File: config.mk
export PLATFORM = sky130hd
export DESIGN_NAME = capture_buffer_job_control
export DESIGN_NICKNAME = d
export VERILOG_FILES = /design/src/pkg/capture_job_pkg.sv /design/src/verilog/capture_buffer_job_control.sv
export SDC_FILE = /design/constraint.sdc
export NUM_CORES = 1
export LEC_CHECK = 0
export BUFFER_PORTS_ARGS = -buffer_cell sky130_fd_sc_hd__buf_2
export CAP_MARGIN = 40
export CORE_MARGIN = 4
export CORE_UTILIZATION = 35
export DETAILED_ROUTE_END_ITERATION = 8
export GPL_ROUTABILITY_DRIVEN = 0
export GPL_TIMING_DRIVEN = 0
export PLACE_DENSITY = 0.48
export SYNTH_ARGS = -nofsm -noshare
export SYNTH_HDL_FRONTEND = slang
export SYNTH_SLANG_ARGS = --single-unit
File: constraint.sdc
create_clock -name i_ref_clk -period 10.8 [get_ports i_ref_clk]
set_input_delay 1.62 -clock i_ref_clk [delete_from_list [all_inputs] [get_ports i_ref_clk]]
set_output_delay 1.62 -clock i_ref_clk [all_outputs]
set_load 0.005 [all_outputs]
File: src/pkg/capture_job_pkg.sv
// Purpose: constants and types shared by the capture job control block
// Assumes: 25 MHz reference clock, classic Wishbone register access
// Notes: register offsets are byte addresses of 32-bit words
package capture_job_pkg;
  localparam int unsigned CLK_HZ = 25_000_000;
  localparam int unsigned TIME_RES_NS = 1000;
  localparam int unsigned US_CYCLES = TIME_RES_NS / (1_000_000_000 / CLK_HZ);
  localparam logic [4:0] US_LAST = 5'(US_CYCLES - 1);
  // Register offsets
  localparam logic [7:0] OFS_CTRL = 8'h00;
  localparam logic [7:0] OFS_MODE = 8'h04;
  localparam logic [7:0] OFS_CHAN = 8'h08;
  localparam logic [7:0] OFS_OFFSET = 8'h0C;
  localparam logic [7:0] OFS_COUNT = 8'h10;
  localparam logic [7:0] OFS_DEST = 8'h14;
  localparam logic [7:0] OFS_BASE = 8'h18;
  localparam logic [7:0] OFS_CFG = 8'h1C;
  localparam logic [7:0] OFS_RESULT = 8'h20;
  localparam logic [7:0] OFS_STAMP = 8'h24;
  localparam logic [7:0] OFS_TIMER = 8'h28;
  // Job mode codes
  localparam logic [7:0] MODE_START = 8'h01;
  localparam logic [7:0] MODE_READ_MULTI = 8'h00;
  localparam logic [7:0] MODE_READ_ONCE = 8'h80;
  // Result words and fields
  localparam logic [15:0] RES_OK = 16'h0000;
  localparam logic [15:0] RES_NOT_STARTED = 16'h0004;
  localparam logic [15:0] RES_NOT_CONFIGURED = 16'h8002;
  localparam logic [15:0] RES_INTERNAL = 16'h8003;
  localparam logic [15:0] RES_BAD_CHANNEL = 16'h8005;
  localparam logic [15:0] RES_BAD_OFFSET = 16'h8007;
  localparam logic [15:0] RES_NO_MODULE = 16'h8090;
  localparam logic [15:0] RES_ADDR_RANGE = 16'h80D2;
  localparam int unsigned BIT_TRIGGERED = 4;
  localparam int unsigned BIT_WAIT_TRIG = 5;
  localparam logic [3:0] STATE_RUN = 4'h7;
  localparam logic [3:0] STATE_ERR = 4'h8;
  localparam logic [1:0] PH_IDLE = 2'h0;
  localparam logic [1:0] PH_FIRST = 2'h1;
  localparam logic [1:0] PH_NEXT = 2'h2;
  localparam logic [1:0] PH_SCOPE = 2'h3;
  // Configuration fields
  localparam int unsigned CFG_OP_LSB = 0;
  localparam int unsigned CFG_TRIG_LSB = 2;
  localparam int unsigned CFG_CHSEL_LSB = 4;
  localparam int unsigned CFG_TRIGCH_LSB = 8;
  localparam logic [31:0] CFG_RESET = 32'h0000_0000;
  localparam logic [1:0] OP_NONE = 2'h0;
  localparam logic [1:0] OP_SCOPE = 2'h1;
  localparam logic [1:0] OP_FIFO = 2'h2;
  localparam logic [1:0] TRIG_RISE = 2'h0;
  localparam logic [1:0] TRIG_FALL = 2'h1;
  localparam logic [1:0] TRIG_MANUAL = 2'h2;
  // Sizes and addresses (OWN_BASE value is arbitrary)
  localparam logic [31:0] OWN_BASE = 32'h0000_0100;
  localparam logic [31:0] ADDR_LIMIT = 32'h0000_0FFF;
  localparam logic [16:0] SCOPE_VALUES = 17'h10000;
  localparam logic [16:0] FIFO_DEPTH = 17'h01FFE;
  localparam logic [16:0] READ_CHUNK = 17'h00010;
  typedef enum {REC_OFF, REC_ARMED, REC_RUN, REC_FULL, REC_FIFO} rec_state_t;
  typedef enum {JOB_IDLE, JOB_WAIT, JOB_READ} job_state_t;
  typedef struct packed {
    logic cyc;
    logic stb;
    logic we;
    logic [7:0] adr;
    logic [31:0] dat;
    logic [3:0] sel;
  } wb_req_t;
  typedef struct packed {
    logic valid;
    logic [2:0] channel;
    logic [16:0] index;
  } xfer_t;
endpackage

File: src/verilog/capture_buffer_job_control.sv
// Purpose: job control of the waveform recorder (start, read, result word)
// Assumes: acquisition events arrive on i_ref_clk from local logic
// Notes: sample storage itself lives outside; reads emit index strobes
//
// The Wishbone register port and the register offsets were chosen for this implementation.
`timescale 1ns/100ps
// Operation
// - Job mode selects start, chunked or single read
// - Start arms trigger or records; read transfers data
// - Scope data readable only once buffer full
// - FIFO data readable any time after start
// - Read delivers selected channel; start ignores it
// - Read begins at offset; FIFO ignores offset
// - FIFO read returns all stored; area checked
// - Busy high while job runs, low after
// - Free microsecond timer captured at trigger
// - Timestamp only for edge scope, when valid
// - Start uses count only for manual scope
// - Read count in, values read returned
// - Result low bits report call phase
// - Read before any recording sets bit two
// - Bits four, five: triggered, waiting trigger
// - Byte one flags: area, range, overflow
// - Upper nibble: done, running, error
// - Errors for unconfigured, fault, bad channel
// - Errors for offset, absent module, address
// - FIFO holds 8190 per channel, wraps, flags
// - Config write stops any recording
// - Trigger condition: rise, fall, manual
module capture_buffer_job_control (
  // Clock and reset
  input wire logic i_ref_clk,
  input wire logic i_reset,
  // Wishbone slave
  input wire capture_job_pkg::wb_req_t i_wb,
  output logic [31:0] o_wb_dat,
  output logic o_wb_ack,
  // Acquisition events
  input wire logic i_sample_tick,
  input wire logic [7:0] i_rise,
  input wire logic [7:0] i_fall,
  input wire logic i_fault,
  // Job outputs
  output logic o_busy,
  output capture_job_pkg::xfer_t o_xfer
);
  import capture_job_pkg::*;

  logic [31:0] cfg, job_mode, chan, offset, count_in, dest_words, base_addr;
  logic [31:0] count_out, timer, stamp;
  logic [15:0] result;
  logic [4:0] us_div;
  rec_state_t rec_state;
  job_state_t job_state;
  logic [16:0] rec_count, capacity, idx, left, grant, done;
  logic [2:0] flags;
  logic fifo_ovf, trig_seen, read_multi;

  logic take, wr, call, req, cfg_write, trig_hit, rec_active;
  logic is_start, is_read, start_go, fifo_take, xfer_go, stamp_valid;
  logic [1:0] op, tcond, chsel;
  logic [2:0] tch;
  logic [16:0] cap_max, remain, len0, rd_len, rd_start, dest17, cnt17;
  logic [15:0] first_err;
  logic [7:0] nch;
  logic [2:0] rd_flags;

  function automatic logic [31:0] merge(input logic [31:0] old,
                                        input logic [31:0] nw,
                                        input logic [3:0] sel);
    logic [31:0] r;
    r = old;
    for (int b = 0; b < 4; b++) begin
      if (sel[b]) r[8*b +: 8] = nw[8*b +: 8];
    end
    return r;
  endfunction

  function automatic logic [16:0] clip17(input logic [31:0] v);
    return (v[31:17] != 15'h0) ? 17'h1FFFF : v[16:0];
  endfunction

  assign op = cfg[CFG_OP_LSB +: 2];
  assign tcond = cfg[CFG_TRIG_LSB +: 2];
  assign chsel = cfg[CFG_CHSEL_LSB +: 2];
  assign tch = cfg[CFG_TRIGCH_LSB +: 3];
  assign take = i_wb.cyc & i_wb.stb & ~o_wb_ack;
  assign wr = take & i_wb.we;
  assign call = wr & (i_wb.adr == OFS_CTRL) & i_wb.sel[0];
  assign req = i_wb.dat[0];
  assign cfg_write = wr & (i_wb.adr == OFS_CFG);
  assign rec_active = (rec_state == REC_ARMED) | (rec_state == REC_RUN);
  assign is_start = job_mode[7:0] == MODE_START;
  assign is_read = (job_mode[7:0] == MODE_READ_MULTI) |
                   (job_mode[7:0] == MODE_READ_ONCE);
  assign cap_max = SCOPE_VALUES >> chsel;
  assign nch = 8'h01 << chsel;
  assign dest17 = clip17(dest_words);
  assign cnt17 = clip17(count_in);
  assign trig_hit = (rec_state == REC_ARMED) &
                    ((tcond == TRIG_FALL) ? i_fall[tch] : i_rise[tch]);
  assign xfer_go = (left != 17'h0) & (grant != 17'h0);
  assign stamp_valid = (op == OP_SCOPE) & (tcond != TRIG_MANUAL) &
                       trig_seen &
                       ((rec_state == REC_RUN) | (rec_state == REC_FULL));

  // Checks of a first call, most general fault first
  always_comb begin
    first_err = RES_OK;
    if (base_addr > ADDR_LIMIT) first_err = RES_ADDR_RANGE;
    else if (base_addr != OWN_BASE) first_err = RES_NO_MODULE;
    else if (op == OP_NONE) first_err = RES_NOT_CONFIGURED;
    else if (i_fault) first_err = RES_INTERNAL;
    else if (is_read & ((chan > 32'h7) |
             ((op == OP_SCOPE) & (chan[7:0] >= nch))))
      first_err = RES_BAD_CHANNEL;
    else if (is_read & (op == OP_SCOPE) & (rec_state == REC_FULL) &
             (offset > {15'h0, rec_count}))
      first_err = RES_BAD_OFFSET;
  end

  // Read window: scope honours offset and count, FIFO takes everything
  always_comb begin
    rd_flags = 3'h0;
    if (op == OP_FIFO) begin
      rd_start = 17'h0;
      remain = fifo_ovf ? FIFO_DEPTH : rec_count;
      len0 = remain;
      rd_flags[2] = fifo_ovf;
    end else begin
      rd_start = offset[16:0];
      remain = rec_count - offset[16:0];
      len0 = ((count_in == 32'h0) | (cnt17 > remain)) ? remain : cnt17;
      rd_flags[1] = (count_in != 32'h0) & (cnt17 > remain);
    end
    rd_flags[0] = len0 > dest17;
    rd_len = rd_flags[0] ? dest17 : len0;
  end

  assign start_go = call & req & (job_state == JOB_IDLE) & is_start &
                    (first_err == RES_OK) & ~rec_active;
  assign fifo_take = call & req & (job_state == JOB_IDLE) & is_read &
                     (first_err == RES_OK) & (rec_state == REC_FIFO);

  // Register writes honour byte selects
  always_ff @(posedge i_ref_clk) begin
    if (i_reset) begin
      cfg <= CFG_RESET;
      job_mode <= 32'h0;
      chan <= 32'h0;
      offset <= 32'h0;
      count_in <= 32'h0;
      dest_words <= 32'h0;
      base_addr <= 32'h0;
    end else if (wr) begin
      case (i_wb.adr)
        OFS_MODE: job_mode <= merge(job_mode, i_wb.dat, i_wb.sel);
        OFS_CHAN: chan <= merge(chan, i_wb.dat, i_wb.sel);
        OFS_OFFSET: offset <= merge(offset, i_wb.dat, i_wb.sel);
        OFS_COUNT: count_in <= merge(count_in, i_wb.dat, i_wb.sel);
        OFS_DEST: dest_words <= merge(dest_words, i_wb.dat, i_wb.sel);
        OFS_BASE: base_addr <= merge(base_addr, i_wb.dat, i_wb.sel);
        OFS_CFG: cfg <= merge(cfg, i_wb.dat, i_wb.sel);
        default: ;
      endcase
    end
  end

  // Reads answer one cycle after the request; unmapped reads give zero
  always_ff @(posedge i_ref_clk) begin
    if (i_reset) begin
      o_wb_ack <= 1'b0;
      o_wb_dat <= 32'h0;
    end else begin
      o_wb_ack <= take;
      if (take & ~i_wb.we) begin
        case (i_wb.adr)
          OFS_CTRL: o_wb_dat <= {31'h0, o_busy};
          OFS_MODE: o_wb_dat <= {24'h0, job_mode[7:0]};
          OFS_CHAN: o_wb_dat <= {24'h0, chan[7:0]};
          OFS_OFFSET: o_wb_dat <= offset;
          OFS_COUNT: o_wb_dat <= count_out;
          OFS_DEST: o_wb_dat <= dest_words;
          OFS_BASE: o_wb_dat <= {16'h0, base_addr[15:0]};
          OFS_CFG: o_wb_dat <= cfg;
          OFS_RESULT: o_wb_dat <= {16'h0, result};
          OFS_STAMP: o_wb_dat <= stamp_valid ? stamp : 32'h0;
          OFS_TIMER: o_wb_dat <= timer;
          default: o_wb_dat <= 32'h0;
        endcase
      end
    end
  end

  // Free-running microsecond time base
  always_ff @(posedge i_ref_clk) begin
    if (i_reset) begin
      us_div <= 5'h0;
      timer <= 32'h0;
    end else if (us_div == US_LAST) begin
      us_div <= 5'h0;
      timer <= timer + 32'h1;
    end else begin
      us_div <= us_div + 5'h1;
    end
  end

  // Recording state
  always_ff @(posedge i_ref_clk) begin
    if (i_reset) begin
      rec_state <= REC_OFF;
      rec_count <= 17'h0;
      capacity <= 17'h0;
      fifo_ovf <= 1'b0;
      trig_seen <= 1'b0;
      stamp <= 32'h0;
    end else if (cfg_write) begin
      rec_state <= REC_OFF;
      trig_seen <= 1'b0;
    end else begin
      case (rec_state)
        REC_ARMED: begin
          if (trig_hit) begin
            rec_state <= REC_RUN;
            stamp <= timer;
            trig_seen <= 1'b1;
          end
        end
        REC_RUN: begin
          if (i_sample_tick) begin
            rec_count <= rec_count + 17'h1;
            if (rec_count + 17'h1 == capacity) rec_state <= REC_FULL;
          end
        end
        REC_FIFO: begin
          // A sample in the cycle of the take is the first of the next batch
          if (fifo_take) begin
            rec_count <= {16'h0, i_sample_tick};
            fifo_ovf <= 1'b0;
          end else if (i_sample_tick) begin
            if (rec_count == FIFO_DEPTH) begin
              rec_count <= 17'h1;
              fifo_ovf <= 1'b1;
            end else begin
              rec_count <= rec_count + 17'h1;
            end
          end
        end
        default: ;
      endcase
      if (start_go) begin
        rec_count <= 17'h0;
        fifo_ovf <= 1'b0;
        trig_seen <= 1'b0;
        capacity <= cap_max;
        if (op == OP_FIFO) rec_state <= REC_FIFO;
        else if (tcond == TRIG_MANUAL) begin
          rec_state <= REC_RUN;
          if ((count_in != 32'h0) & (cnt17 < cap_max))
            capacity <= cnt17;
        end else rec_state <= REC_ARMED;
      end
    end
  end

  // Job handling; result word and busy move only on calls or state changes
  always_ff @(posedge i_ref_clk) begin
    if (i_reset) begin
      job_state <= JOB_IDLE;
      o_busy <= 1'b0;
      result <= RES_OK;
      count_out <= 32'h0;
      idx <= 17'h0;
      left <= 17'h0;
      grant <= 17'h0;
      done <= 17'h0;
      flags <= 3'h0;
      read_multi <= 1'b0;
      o_xfer <= '0;
    end else begin
      o_xfer.valid <= 1'b0;
      case (job_state)
        JOB_IDLE: begin
          if (call & ~req) result <= {14'h0, PH_IDLE};
          else if (call & (first_err != RES_OK)) begin
            result <= first_err;
          end else if (call & is_start) begin
            if (op == OP_FIFO & ~rec_active) result <= RES_OK;
            else begin
              job_state <= JOB_WAIT;
              o_busy <= 1'b1;
              result <= {STATE_RUN, 10'h0, PH_FIRST};
            end
          end else if (call & is_read) begin
            if (rec_state == REC_OFF) result <= RES_NOT_STARTED;
            else if (rec_active) begin
              job_state <= JOB_WAIT;
              o_busy <= 1'b1;
              result <= {STATE_RUN, 10'h0, PH_FIRST};
            end else begin
              job_state <= JOB_READ;
              o_busy <= 1'b1;
              result <= {STATE_RUN, 10'h0, PH_FIRST};
              idx <= rd_start;
              left <= rd_len;
              done <= 17'h0;
              flags <= rd_flags;
              read_multi <= job_mode[7:0] == MODE_READ_MULTI;
              grant <= (job_mode[7:0] == MODE_READ_MULTI) ?
                       READ_CHUNK : rd_len;
            end
          end
        end
        JOB_WAIT: begin
          result[BIT_WAIT_TRIG] <= rec_state == REC_ARMED;
          result[BIT_TRIGGERED] <= (rec_state == REC_RUN) & trig_seen;
          if (call & req) result[1:0] <= PH_SCOPE;
          if ((rec_state == REC_FULL) | (rec_state == REC_OFF) |
              (rec_state == REC_FIFO)) begin
            job_state <= JOB_IDLE;
            o_busy <= 1'b0;
            result <= RES_OK;
          end
        end
        JOB_READ: begin
          if (call & req) result[1:0] <= PH_NEXT;
          grant <= grant - {16'h0, xfer_go} +
                   ((call & req & read_multi) ? READ_CHUNK : 17'h0);
          if (left == 17'h0) begin
            job_state <= JOB_IDLE;
            o_busy <= 1'b0;
            count_out <= {15'h0, done};
            result <= (flags == 3'h0) ? RES_OK :
                      {STATE_ERR, flags, 9'h0};
          end else if (xfer_go) begin
            o_xfer.valid <= 1'b1;
            o_xfer.channel <= chan[2:0];
            o_xfer.index <= idx;
            idx <= idx + 17'h1;
            left <= left - 17'h1;
            done <= done + 17'h1;
          end
        end
        default: job_state <= JOB_IDLE;
      endcase
    end
  end
endmodule

==> flow_summary.json <==
{
  "wl_met1_mm": 44.5,
  "area_delta_synth_final_pct": 15.2,
  "crit_path_frequent_cell": "ha_1",
  "synth_area_um2": 24800,
  "period_minus_slack_ps": 8830,
  "synth_area_leaders": "dfxtp_1 38%, a21oi_1 8.0%, nand2_1 6.9%",
  "row_count": 97,
  "grt_pass1_vias": 24300,
  "critPathTopFamily": "compound AO/OA/AOI/OAI gates",
  "peakVddDrop_mv": 0.132,
  "ctsHoldBuffers": 0,
  "drv_slew": 0,
  "hold_slack_ps": 451,
  "setup_ws_ps": 1970,
  "cts_buffers": 53,
  "wl_met3_mm": 8.12,
  "antenna_found_initial": 8,
  "layout_common_cells": "466 x dfxtp_1, 458 x nand2_1, 396 x a21oi_1",
  "syn-num-nets": 3388,
  "endpoint": "grant[14]$_SDFFE_PP0P_",
  "clock.fmax_mhz": 113,
  "crit_fanout": 10,
  "hp-class": "reg2reg",
  "cts-root-buf": "clkbuf_16",
  "num_vias": 25600,
  "r2r_end": "grant[14]$_SDFFE_PP0P_",
  "grtUsageTotal": 0.280,
  "dr.pass1.iters": 8,
  "max-clock-path-buffers": 3,
  "yosysWarnings": 0,
  "clock-sinks": 466,
  "antenna_left": 0,
  "drive_gt1_frac": 0.0806,
  "slowest_delay_ps": 670,
  "wirelength_mm": 109,
  "cp-start-kind": "flip-flop",
  "ys_ff_latch": 466,
  "rsz0062_at_grt": "no",
  "fin_worst_skew_ps": 20.8,
  "core_region_area_um2": 70100,
  "synth_cell_type_count": 83,
  "drt_iter0_drc": 2644,
  "nNetsFinal": 3574,
  "cts_tree": "done",
  "startpoint": "offset[0]$_SDFFE_PP0P_",
  "reg2reg_slack_ps": 1970,
  "yosys.area.top_type_share": 0.377,
  "rr_startpoint": "offset[0]$_SDFFE_PP0P_",
  "synth_cells": 3209,
  "dpl.cell_count": 4280,
  "critPathKind": "reg2reg",
  "period_share": 0.817,
  "arrival_ps": 9340,
  "synth_edf_count": 0,
  "cp_data_required_time_ps": 11320,
  "post_cts.repair.setup_buffers": 0,
  "placed_area_um2": 26700,
  "fin_setup_tns_ps": 0,
  "die_width_um": 274,
  "timing.critical_path.buf_inv": 5,
  "grt_max_degree": 15,
  "worstSetupPathDepth": 28,
  "grt_pass1_wl_mm": 158,
  "viasPerCell": 5.85,
  "synth_seq_area_share": 0.377,
  "htree_num_levels": 2,
  "wire_per_inst_um": 24.8,
  "synth_flop_cell": "dfxtp_1",
  "dp_hpwl_mm": 84.7,
  "insertion_delay_ps": 620,
  "dr.max_layer_used": "met5",
  "start_util": 0.353,
  "io_buffers": 117,
  "finalHoldViolations": 0,
  "synth_top_cell_by_area": "dfxtp_1",
  "synth.avg_cell_area_um2": 7.72,
  "cpMaxStageDelayCell": "dfxtp_1",
  "clk_pin_slew_ps": 60,
  "pre_cts_ws_ps": 2130,
  "max_cap_violations": 0,
  "worstRegToRegCells": 28,
  "die_area_um2": 75100,
  "power_density_nw_per_um2": 133,
  "fin_area_um2": 28500,
  "wl_met2_mm": 49.4,
  "ioPinCount": 122,
  "status": "complete, no violations",
  "grt-ovfl-total": 0,
  "end_kind": "flip-flop",
  "p_leak_nw": 10.3,
  "relSlewSlack": 0.329,
  "fin_cells": 4381,
  "async_reset_ff_frac": 0,
  "post_cts_resized": 0,
  "tightest_slew_ps": 1010,
  "layout_commonest_cell": "dfxtp_1",
  "drcViolationCount": 0,
  "finalSetupViolations": 0,
  "die_h_um": 274
}
worst reg2reg max path, delay by kind of cell (launching register included):
| kind | cells | cell delay [ps] |
|---|---|---|
| compound gates | 13 | 4220 |
| fa+ha+maj | 4 | 1310 |
| simple gates | 5 | 1190 |
| buf+inv | 5 | 1120 |
| flops | 1 | 670 |
| xor+xnor | 1 | 240 |
how the worst min path moves through the flow:
stage / start / to / slack (ps) / depth (start not counted)
2_1_floorplan: us_div[0]$_SDFF_PP0_ / us_div[0]$_SDFF_PP0_ / 430 / 1
3_3_place_gp: count_in[21]$_SDFFE_PP0P_ / count_in[21]$_SDFFE_PP0P_ / 440 / 2
3_5_place_dp: o_xfer[2]$_SDFFE_PP0P_ / o_xfer[2]$_SDFFE_PP0P_ / 440 / 2
4_1_cts: o_xfer[2]$_SDFFE_PP0P_ / o_xfer[2]$_SDFFE_PP0P_ / 450 / 2
5_1_grt: base_addr[21]$_SDFFE_PP0P_ / base_addr[21]$_SDFFE_PP0P_ / 470 / 2
6_report: o_xfer[2]$_SDFFE_PP0P_ / o_xfer[2]$_SDFFE_PP0P_ / 450 / 2
cell families (layout without fill, tap and decap cells):
family / count (synthesis) / after routing / synth area share
AO/OA/AOI/OAI: 799 / 799 / 0.198
flip-flops: 466 / 466 / 0.377
other: 0 / 3 / 0
AND/OR/NAND/NOR: 1346 / 1346 / 0.254
adder cells (fa/ha/maj): 112 / 112 / 0.0572
buffers and inverters: 323 / 552 / 0.0501
XOR/XNOR: 97 / 97 / 0.0343
multiplexers: 66 / 66 / 0.0296
registers in the layout (all words and copies together) (netlist names), 32 cells and up:
register,cells
dest_words,32
timer,32
count_in,32
offset,32
stamp,32
chan,32
o_wb_dat,32
cfg,32
base_addr,32
Yosys cell counts, drive strengths merged, types with 19 or more instances:
library cell / number
xnor2: 47
nor4: 54
and3: 30
mux2i: 43
nor2: 267
buf: 32
nor3: 65
xor2: 50
inv: 107
dfxtp: 466
mux2: 19
nand2: 458
a31oi: 43
nand4: 41
a21oi: 398
or3: 26
a221oi: 40
nand2b: 30
ha: 110
o21ai: 104
a22oi: 55
nand3: 285
clkbuf: 184
a222oi: 23
per-layer routing:
layer  vias up  GRT usage
met2      1188      0.460
met1     12300      0.353
met4         6      0.150
met3       278     0.0452
li1      11900          -
met5         -          0
cell type report:
class	instances	area [µm²]
Tap cell	940	1180
Antenna cell	3	7.51
Multi-Input combinational cell	2420	14200
Clock buffer	75	1540
Clock inverter	23	312
Timing Repair Buffer	131	724
Buffer	216	840
Inverter	107	402
Sequential cell	466	9330
Fill cell	7339	41600
power breakdown:
group	internal (mW)	leakage (nW)	total (mW)	switching (mW)
Sequential	1.72	3.75	1.72	0.00269
Combinational	0.0321	5.60	0.144	0.111
Clock	1.14	0.898	1.92	0.785
stage by stage:
step | power [mW] | util
after floorplan | 1.82 | -
after global placement | 1.90 | 0.378
after detailed placement | 1.90 | 0.380
after CTS | 3.82 | 0.407
after global routing | 3.90 | 0.407
final | 3.79 | 0.407
Note: power is estimated with default switching activity, not from simulation.
